--- src/verilog/tcic_defs.vh ---
// What this block does
// - prescaler 00 passes every event, 01 one in 2, 10 one in 4, 11 one in 8.
// - prescaler counter clears whenever the channel capture enable is low.
// - select 00 output, 01 own filtered input, 10 neighbour filtered input.
// - select 11 takes the trigger controller edge signal as capture source.
// - select field writes only while channel capture enable is zero.
// - filter is an N-event counter; new level passes after N confirming samples.
// - filter code 0000 means no filtering, sampling at dead-time clock rate.
// - codes 0001..0011 sample at timer input clock with N of 2, 4, 8.
// - codes 0100..0111 sample at dead-time clock /2 or /4 with N 6 or 8.
// - codes 1000 and 1001 sample at dead-time clock /8 with N 6 and 8.
// - codes 1010..1100 sample at dead-time clock /16 with N 5, 6, 8.
// - codes 1101..1111 sample at dead-time clock /32 with N 5, 6, 8.
`ifndef TCIC_DEFS_VH
`define TCIC_DEFS_VH
`define TCIC_CFG_OFFSET 12'h02C
`define TCIC_CFG_RESET 32'h00000000
`define TCIC_PSC_MSB 19
`define TCIC_PSC_LSB 18
`define TCIC_CCS_MSB 17
`define TCIC_CCS_LSB 16
`define TCIC_FLT_MSB 3
`define TCIC_FLT_LSB 0
`define TCIC_CCS_OUTPUT 2'h0
`define TCIC_CCS_OWN 2'h1
`define TCIC_CCS_NEIGH 2'h2
`define TCIC_CCS_TRIG 2'h3
`define TCIC_DTS_DIV_MAX 5'h1F
`endif

--- src/verilog/tcic_top.v ---
`timescale 1ns/100ps
`include "tcic_defs.vh"
module tcic_top (
  clk_sys,
  reset_n,
  psel,
  penable,
  pwrite,
  paddr,
  pwdata,
  prdata,
  pready,
  pslverr,
  deadtime_sample_clock,
  timer_input_clock,
  channel_capture_enable,
  own_timer_input_line,
  neighbour_timer_input_line,
  trigger_edge_signal,
  channel_is_input,
  filtered_own_line,
  capture_event
);
  input wire clk_sys;
  input wire reset_n;
  input wire psel;
  input wire penable;
  input wire pwrite;
  input wire [11:0] paddr;
  input wire [31:0] pwdata;
  output reg [31:0] prdata;
  output wire pready;
  output wire pslverr;
  // one-cycle enables at the two base rates
  input wire deadtime_sample_clock;
  input wire timer_input_clock;
  input wire channel_capture_enable;
  input wire own_timer_input_line;
  // already filtered by channel 2
  input wire neighbour_timer_input_line;
  input wire trigger_edge_signal;
  output reg channel_is_input;
  output wire filtered_own_line;
  output reg capture_event;

  reg rst_meta_ff;
  reg rst_sync_ff;
  reg [1:0] capture_event_prescale_ff;
  reg [1:0] capture_source_select_ff;
  reg [3:0] input_line_filter_setting_ff;
  reg [4:0] div_ff;
  reg [2:0] psc_cnt_ff;
  reg src_prev_ff;
  reg raw_ff;
  reg [3:0] n_count;
  reg sample_en;
  reg src_level;
  reg src_edge;
  reg [2:0] psc_limit;
  wire rst_n;
  wire cfg_hit;
  wire [31:0] cfg_word;
  wire [11:0] cfg_offset;
  wire flt_line;

  assign rst_n = rst_sync_ff;

  always @(posedge clk_sys or negedge reset_n) begin
    if (!reset_n) begin
      rst_meta_ff <= 1'b0;
      rst_sync_ff <= 1'b0;
    end else begin
      rst_meta_ff <= 1'b1;
      rst_sync_ff <= rst_meta_ff;
    end
  end

  // zero-wait APB slave; unmapped addresses read zero, no error
  assign pready = 1'b1;
  assign pslverr = 1'b0;
  assign cfg_offset = `TCIC_CFG_OFFSET;
  assign cfg_hit = (paddr[11:2] == cfg_offset[11:2]);
  assign cfg_word = {12'h000, capture_event_prescale_ff, capture_source_select_ff, 12'h000,
                     input_line_filter_setting_ff};

  always @(posedge clk_sys or negedge rst_n) begin
    if (!rst_n) begin
      capture_event_prescale_ff <= 2'h0;
      capture_source_select_ff <= 2'h0;
      input_line_filter_setting_ff <= 4'h0;
    end else if (psel && penable && pwrite && cfg_hit) begin
      capture_event_prescale_ff <= pwdata[`TCIC_PSC_MSB:`TCIC_PSC_LSB];
      input_line_filter_setting_ff <= pwdata[`TCIC_FLT_MSB:`TCIC_FLT_LSB];
      if (!channel_capture_enable) begin
        capture_source_select_ff <= pwdata[`TCIC_CCS_MSB:`TCIC_CCS_LSB];
      end
    end
  end

  always @(posedge clk_sys or negedge rst_n) begin
    if (!rst_n) begin
      prdata <= 32'h00000000;
    end else if (psel && !penable && !pwrite) begin
      prdata <= cfg_hit ? cfg_word : 32'h00000000;
    end
  end

  // divider of the dead-time enable, free-running so rate changes take effect at once
  always @(posedge clk_sys or negedge rst_n) begin
    if (!rst_n) begin
      div_ff <= 5'h00;
    end else if (deadtime_sample_clock) begin
      div_ff <= div_ff + 5'h01;
    end
  end

  // sampling rate and event count per filter code
  always @* begin
    sample_en = 1'b0;
    n_count = 4'h1;
    case (input_line_filter_setting_ff)
      4'h0: begin
        sample_en = deadtime_sample_clock;
        n_count = 4'h1;
      end
      4'h1: begin
        sample_en = timer_input_clock;
        n_count = 4'h2;
      end
      4'h2: begin
        sample_en = timer_input_clock;
        n_count = 4'h4;
      end
      4'h3: begin
        sample_en = timer_input_clock;
        n_count = 4'h8;
      end
      4'h4, 4'h5: begin
        sample_en = deadtime_sample_clock && (div_ff[0] == 1'b1);
        n_count = input_line_filter_setting_ff[0] ? 4'h8 : 4'h6;
      end
      4'h6, 4'h7: begin
        sample_en = deadtime_sample_clock && (div_ff[1:0] == 2'h3);
        n_count = input_line_filter_setting_ff[0] ? 4'h8 : 4'h6;
      end
      4'h8, 4'h9: begin
        sample_en = deadtime_sample_clock && (div_ff[2:0] == 3'h7);
        n_count = input_line_filter_setting_ff[0] ? 4'h8 : 4'h6;
      end
      4'hA, 4'hB, 4'hC: begin
        sample_en = deadtime_sample_clock && (div_ff[3:0] == 4'hF);
        n_count = (input_line_filter_setting_ff == 4'hA) ? 4'h5 :
                  (input_line_filter_setting_ff == 4'hB) ? 4'h6 : 4'h8;
      end
      4'hD, 4'hE, 4'hF: begin
        sample_en = deadtime_sample_clock && (div_ff == `TCIC_DTS_DIV_MAX);
        n_count = (input_line_filter_setting_ff == 4'hD) ? 4'h5 :
                  (input_line_filter_setting_ff == 4'hE) ? 4'h6 : 4'h8;
      end
      default: begin
        sample_en = 1'b0;
        n_count = 4'h1;
      end
    endcase
  end

  always @(posedge clk_sys or negedge rst_n) begin
    if (!rst_n) begin
      raw_ff <= 1'b0;
    end else begin
      raw_ff <= own_timer_input_line;
    end
  end

  tcic_filter u_filter (
    .clk_sys(clk_sys),
    .rst_n(rst_n),
    .sample_en(sample_en),
    .n_count(n_count),
    .line_in(raw_ff),
    .line_out(flt_line)
  );

  assign filtered_own_line = flt_line;

  // source select; trigger edge is already an edge pulse
  always @* begin
    src_level = 1'b0;
    src_edge = 1'b0;
    case (capture_source_select_ff)
      `TCIC_CCS_OWN: begin
        src_level = flt_line;
        src_edge = flt_line && !src_prev_ff;
      end
      `TCIC_CCS_NEIGH: begin
        src_level = neighbour_timer_input_line;
        src_edge = neighbour_timer_input_line && !src_prev_ff;
      end
      `TCIC_CCS_TRIG: begin
        src_edge = trigger_edge_signal;
      end
      default: begin
        src_edge = 1'b0;
      end
    endcase
  end

  always @* begin
    case (capture_event_prescale_ff)
      2'h0: psc_limit = 3'h0;
      2'h1: psc_limit = 3'h1;
      2'h2: psc_limit = 3'h3;
      default: psc_limit = 3'h7;
    endcase
  end

  always @(posedge clk_sys or negedge rst_n) begin
    if (!rst_n) begin
      src_prev_ff <= 1'b0;
      psc_cnt_ff <= 3'h0;
      capture_event <= 1'b0;
      channel_is_input <= 1'b0;
    end else begin
      src_prev_ff <= src_level;
      channel_is_input <= (capture_source_select_ff != `TCIC_CCS_OUTPUT);
      capture_event <= 1'b0;
      if (!channel_capture_enable) begin
        psc_cnt_ff <= 3'h0;
      end else if (src_edge) begin
        if (psc_cnt_ff >= psc_limit) begin
          psc_cnt_ff <= 3'h0;
          capture_event <= 1'b1;
        end else begin
          psc_cnt_ff <= psc_cnt_ff + 3'h1;
        end
      end
    end
  end
endmodule

--- src/verilog/tcic_filter.v ---
`timescale 1ns/100ps
`include "tcic_defs.vh"
module tcic_filter (
  clk_sys,
  rst_n,
  sample_en,
  n_count,
  line_in,
  line_out
);
  input wire clk_sys;
  input wire rst_n;
  input wire sample_en;
  input wire [3:0] n_count;
  input wire line_in;
  output wire line_out;

  reg level_ff;
  reg [3:0] cnt_ff;

  assign line_out = level_ff;

  always @(posedge clk_sys or negedge rst_n) begin
    if (!rst_n) begin
      level_ff <= 1'b0;
      cnt_ff <= 4'h0;
    end else if (sample_en) begin
      if (line_in == level_ff) begin
        cnt_ff <= 4'h0;
      end else if (cnt_ff + 4'h1 >= n_count) begin
        level_ff <= line_in;
        cnt_ff <= 4'h0;
      end else begin
        cnt_ff <= cnt_ff + 4'h1;
      end
    end
  end
endmodule

--- config.mk ---
export PLATFORM = sky130hd
export DESIGN_NAME = tcic_top
export DESIGN_NICKNAME = d
export VERILOG_FILES = /design/src/verilog/tcic_top.v /design/src/verilog/tcic_filter.v
export VERILOG_INCLUDE_DIRS = /design/src /design/src/verilog
export SDC_FILE = /design/constraint.sdc
export NUM_CORES = 1
export LEC_CHECK = 0
export ABC_AREA = 1
export ABC_CLOCK_PERIOD_IN_PS = 1600
export BUFFER_PORTS_ARGS = -buffer_cell sky130_fd_sc_hd__buf_4
export CORE_MARGIN = 2
export CORE_UTILIZATION = 30
export DETAILED_ROUTE_END_ITERATION = 10
export GPL_ROUTABILITY_DRIVEN = 0
export PLACE_DENSITY = 0.64
export SLEW_MARGIN = 5
export SYNTH_ARGS = -nofsm -noshare
export SYNTH_HDL_FRONTEND = slang
export SYNTH_SLANG_ARGS = --single-unit
--- constraint.sdc ---
create_clock -name clk_sys -period 1.6 [get_ports clk_sys]
set_input_delay 0.16 -clock clk_sys [delete_from_list [all_inputs] [get_ports clk_sys]]
set_output_delay 0.16 -clock clk_sys [all_outputs]
set_load 0.005 [all_outputs]
# --- Word level (Yosys, flattened, before mapping) ---
# Cells that the tools add are included.
classes:
  add_sub_neg: 3
  magnitude_cmp: 2
  eq_ne: 27
  n_mux: 19
  n_bitwise: 2
  reduce_logical: 27
op_table:
  columns: ["operator", "count"]
  rows:
  - ["$eq A4 B4 Y1 const B", 9]
  - ["$mux W4", 7]
  - ["$pmux W4 S7", 1]
  - ["$mux W20", 1]
  - ["$eq A4 B3 Y1 const B", 4]
  - ["$logic_and A1 B1 Y1", 12]
  - ["$eq A10 B4 Y1 const B", 1]
  - ["$mux W3", 3]
  - ["$pmux W3 S3", 1]
  - ["$reduce_or A3 Y1", 3]
  - ["$eq A2 B2 Y1 const B", 4]
  - ["$eq A4 B2 Y1 const B", 2]
  - ["$pmux W1 S7", 1]
  - ["$reduce_or A2 Y1", 3]
  - ["$reduce_or A6 Y1", 1]
  - ["$add A5 B1 Y5 const B", 1]
  - ["$eq A5 B5 Y1 const B", 1]
  - ["$add A4 B1 Y4 const B", 1]
  - ["$eq A2 B1 Y1 const B", 2]
  - ["$eq A4 B1 Y1 const B", 1]
  - ["$ge A4 B4 Y1", 1]
  - ["$logic_not A4 Y1", 1]
  - ["$add A3 B1 Y3 const B", 1]
  - ["$eq A3 B3 Y1 const B", 1]
  - ["12 further kinds", 17]
word_totals:
  regBits: 59
  input_bits: 55
  output_inout_bits: 37
  wordCells: 94

# --- Logic depth before layout (Yosys ltp) ---
logic_depth:
  ltp_word: 7
  depth_mapped: 16
  depth_no_buf: 16

# --- Cells and area by module ---
# From an unflattened synthesis, not the netlist that was laid out.
unflattened:
  hier_cells: 276
  area_unflattened_um2: 2288.4
modules_own_cells:
  columns: ["mod", "instances", "cells_each", "area_each_um2", "seq_area_each_um2"]
  rows:
  - ["tcic_top", 1, 227, 1914.3, 750.7]
  - ["tcic_filter", 1, 49, 374.1, 125.1]

# --- Worst setup path before layout ---
# OpenSTA, ideal clock, no wires.
synth_timing:
  path_type: "register -> register"
  startpoint: "register input_line_filter_setting_ff[1]"
  endpoint: "register u_filter.level_ff, in the netlist u_filter.line_out"
  setup_time_ns: 0.117
  t_arrival_ns: 1.794
  required_ns: 1.483
  path_slack_ns: -0.311
  path_stages_with_launch: 17
  n_path_buf: 0
  synth_period_minus_slack_ns: 1.911
  cell_sequence: "dfrtp_1 -> inv_1 -> nand3_1 -> o21ai_0 -> inv_1 -> nor2_1 -> a221oi_1 -> ha_1 -> inv_1 -> o21bai_1 -> nand3_1 -> nand3_1 -> nand2_1 -> inv_1 -> nand2_1 -> nand2_1 -> nand2_1"
synth_via:
  elab_chain_cells: 6
  word_cells_on_any_way: 31
  classes_between: "order compare: 1; eq/ne: 15; mux: 6; reduce/logical: 9"
synth_lines:
  columns: ["element", "line_no", "rtl"]
  rows:
  - ["start, declared", "tcic_top.v:50", "reg [3:0] input_line_filter_setting_ff;"]
  - ["start signal, assigned", "tcic_top.v:93", "input_line_filter_setting_ff <= pwdata[`TCIC_FLT_MSB:`TCIC_FLT_LSB];"]
  - ["$eq A4 B4 Y1, on equally long branches", "tcic_top.v:121, tcic_top.v:158, tcic_top.v:153", null]
  - ["$mux W4, on equally long branches", "tcic_top.v:158, tcic_top.v:153", null]
  - ["$mux W4, on equally long branches", "tcic_top.v:157, tcic_top.v:152", null]
  - ["$pmux W4 S7", "tcic_top.v:121", "case (input_line_filter_setting_ff)"]
  - ["$ge A4 B4 Y1", "tcic_filter.v:30", "end else if (cnt_ff + 4'h1 >= n_count) begin"]
  - ["$reduce_and A3 Y1 (no line) *", null, null]
  - ["end signal, assigned", "tcic_filter.v:31", "level_ff <= line_in;"]
  - ["end, declared", "tcic_filter.v:18", "reg level_ff;"]
# Every way passes the cells marked *; elsewhere a longest branch is shown, timed or not.
# A chain may end at the register's enable or synchronous reset.

# --- Final worst setup path ---
layout_timing:
  startpoint: "register input_line_filter_setting_ff[0]"
  endpoint: "register u_filter.level_ff, in the netlist u_filter.line_out"
# Same word-level chain as after synthesis.

==> flow_metrics.py <==
metrics = {
    "power_and_ir_drop": {
        "p_per_area_nw_per_um2": 772.9,
        "p_leak_nw": 1.636,
        "peakVddDrop_v": 0.0005032,
    },
    "die": {
        "dieWidth_um": 90.43,
        "rows": 31,
        "io-pin-count": 92,
        "fp.dieArea_um2": 8177,
        "die_h_um": 90.43,
        "core-area_um2": 7253,
        "start_util_pct": 30.90,
    },
    "status": {
        "status": "finished with violations",
        "failed_checks": "negative setup slack",
    },
    "synthesis": {
        "ys.flop_type": "dfrtp_1",
        "synth_cells": 269,
        "netlist_area_um2": 2241,
        "yosys.cell_types.count": 33,
        "syn_avg_cell_area_um2": 8.330,
        "ys_warn_count": 0,
        "synth_edf_count": 0,
        "ys_seq_area_share_pct": 39.08,
        "yosys_register_bits": 35,
        "synth_async_sr_flop_share_pct": 100.0,
    },
    "layout": {
        "syn_to_final_growth_pct": 34.79,
        "nets": 421,
        "drive_gt1_share_pct": 34.00,
        "insertedDiodeCount": 0,
        "instances_no_fill": 449,
        "postLayoutCoreUtil_pct": 41.64,
        "final_cell_mix": "buf_4 (76), nand2_1 (64), dfrtp_1 (33)",
        "final_common_cell": "buf_4",
    },
    "global_route": {
        "grt_max_degree": 34,
        "gr-total-overflow": 0,
        "grt_pass1_vias": 1844,
        "grt_pass1_wl_um": 8024,
        "grt_usage_pct": 11.95,
        "antenna_found_initial": 0,
    },
    "route": {
        "drtIter0Drc": 67,
        "ant_nets": 0,
        "drc_errors": 0,
        "num_vias": 1875,
        "wl_um": 4706,
        "drtPass1Iterations": 4,
        "via_per_inst": 4.176,
        "wire_per_inst_um": 10.48,
    },
    "clocking": {
        "clock_sinks": 35,
        "cts_tree": "done",
        "ctsLongestPathBuffers": 2,
        "clk_pin_slew_ns": 0.07,
        "clockRootBuffer": "clkbuf_8",
        "cts_buffers": 5,
        "cts_max_level": 2,
        "clock_latency_ns": 0.29,
    },
    "timing": {
        "setup_violations": 5,
        "setup_slack_ns": -0.3996,
        "holdWs_ns": 0.07489,
        "fin_crit_sh_pct": 125.0,
        "skew_ns": 0.004412,
        "fmax_mhz": 500.1,
        "rsz0062_at_grt": "true",
        "fin_crit_ns": 2.000,
        "hold_viol_final": 0,
        "slew_viol_final": 0,
    },
    "setup_path": {
        "worstPathRequired_ns": 1.78,
        "reg2reg_slack_ns": -0.40,
        "criticalPathCategory": "reg -> reg",
        "start_kind": "flop",
        "end_kind": "flop",
        "worst-path-max-fanout": 6,
        "cp.arrival_ns": 2.18,
    },
    "min_path": {
        "hold_class": "in -> reg",
    },
    "placed_design": {
        "dp_worst_setup_slack_ns": -0.3788,
        "dp.final_hpwl_um": 3615,
        "placedCellCount": 431,
        "io_buffers": 39,
    },
    "run": {
        "maxCapViolCount": 0,
    },
}
[layout make-up]
class / instances / area, µm²
Fill cell: 747 / 4233
Multi-Input combinational cell: 192 / 1171
Sequential cell: 35 / 878.3
Timing Repair Buffer: 78 / 590.6
Inverter: 37 / 138.9
Tap cell: 99 / 123.9
Clock buffer: 6 / 82.58
Clock inverter: 2 / 35.03
[critical path, stage by stage (launching register included)]
cell,delay [ns]
dfrtp_1,0.48
nor2_1,0.33
a221oi_2,0.13
ha_1,0.31
inv_1,0.05
o21bai_1,0.12
nand3_1,0.09
nand3_2,0.13
nand2_2,0.06
inv_2,0.05
nand2_1,0.05
nand2_1,0.05
nand2_1,0.05
[path summary, 6_finish.rpt]
path	from	to	cells past startpoint
min in group asynchronous	reset_n	rst_n$_DFF_PN0_	2
min	pwdata[18]	capture_event_prescale_ff[0]$_DFFE_PN0P_	3
max in group asynchronous	rst_n$_DFF_PN0_	capture_source_select_ff[1]$_DFFE_PN0P_	1
min reg2reg	rst_n$_DFF_PN0_	input_line_filter_setting_ff[0]$_DFFE_PN0P_	1
max	input_line_filter_setting_ff[0]$_DFFE_PN0P_	u_filter.line_out$_DFFE_PN0P_	12
max reg2reg	input_line_filter_setting_ff[0]$_DFFE_PN0P_	u_filter.line_out$_DFFE_PN0P_	12
[where the power goes]
group	switching, mW	internal [mW]
logic	0.235	0.236
registers	0.0643	0.973
clock network	0.322	0.504
[registers in the layout (all words and copies together), names as in the netlist, 2 cells and up]
signal and flops:
prdata 8, div_ff 5, input_line_filter_setting_ff 4, u_filter.cnt_ff 4, psc_cnt_ff 3, capture_event_prescale_ff 2, capture_source_select_ff 2
[cells by family (layout without fill, tap and decap cells)]
kind of cell	after synthesis	count (layout)	share of synthesized area [%]
AO/OA/AOI/OAI	32	32	8.431
XOR/XNOR	5	5	1.955
adder cells (fa/ha/maj)	17	17	9.492
buffers and inverters	67	123	16.08
flip-flops	35	35	39.08
other	2	27	0.3351
AND/OR/NAND/NOR	111	111	24.62
[timing repair]
item	CTS	global route
setup endpoints to repair	9	9
resized for setup	6	14
hold buffers	2	0
endpoints found under the hold margin	3	0
pin swaps	9	12
buffers inserted	5	3
[synthesized netlist by cell type (2+ instances only)]
cell type | count | share of area, %
inv_1 | 32 | 5.4
buf_2 | 2 | 0.45
o21ai_0 | 7 | 1.6
o22ai_1 | 8 | 2.2
conb_1 | 2 | 0.34
o21ai_1 | 5 | 1.1
a21oi_1 | 5 | 1.1
o211ai_1 | 2 | 0.67
nand4_1 | 3 | 0.84
nor2_1 | 7 | 1.2
inv_2 | 5 | 0.84
ha_1 | 17 | 9.5
nand2_4 | 3 | 1.5
xor2_1 | 2 | 0.78
nor2_2 | 2 | 0.56
nor4_4 | 2 | 1.9
xnor2_1 | 3 | 1.2
nand3_1 | 19 | 4.2
nor3_1 | 4 | 0.89
dfrtp_1 | 35 | 39
a21boi_0 | 2 | 0.67
nand2_1 | 66 | 11
buf_4 | 26 | 8.7
[through the flow]
stage	TNS (ns)	area [µm²]	total power [mW]
4_1_cts	-1.845	2952	2.354
6_report	-1.858	3020	2.334
5_1_grt	-2.675	3020	2.476
2_1_floorplan	-0.8885	2351	1.346
3_3_place_gp	-1.592	2764	1.479
3_5_place_dp	-1.852	2764	1.503
[per-layer routing]
layer | share of wire [%] | GRT usage (%) | up-vias
li1 | - | - | 979
met1 | 44 | 14.37 | 858
met2 | 51 | 20.86 | 34
met3 | 4.0 | 2.588 | 4
met4 | 0.81 | 4.615 | 0
met5 | 0 | 0 | -
No activity file was read; power rests on OpenSTA's default activity.
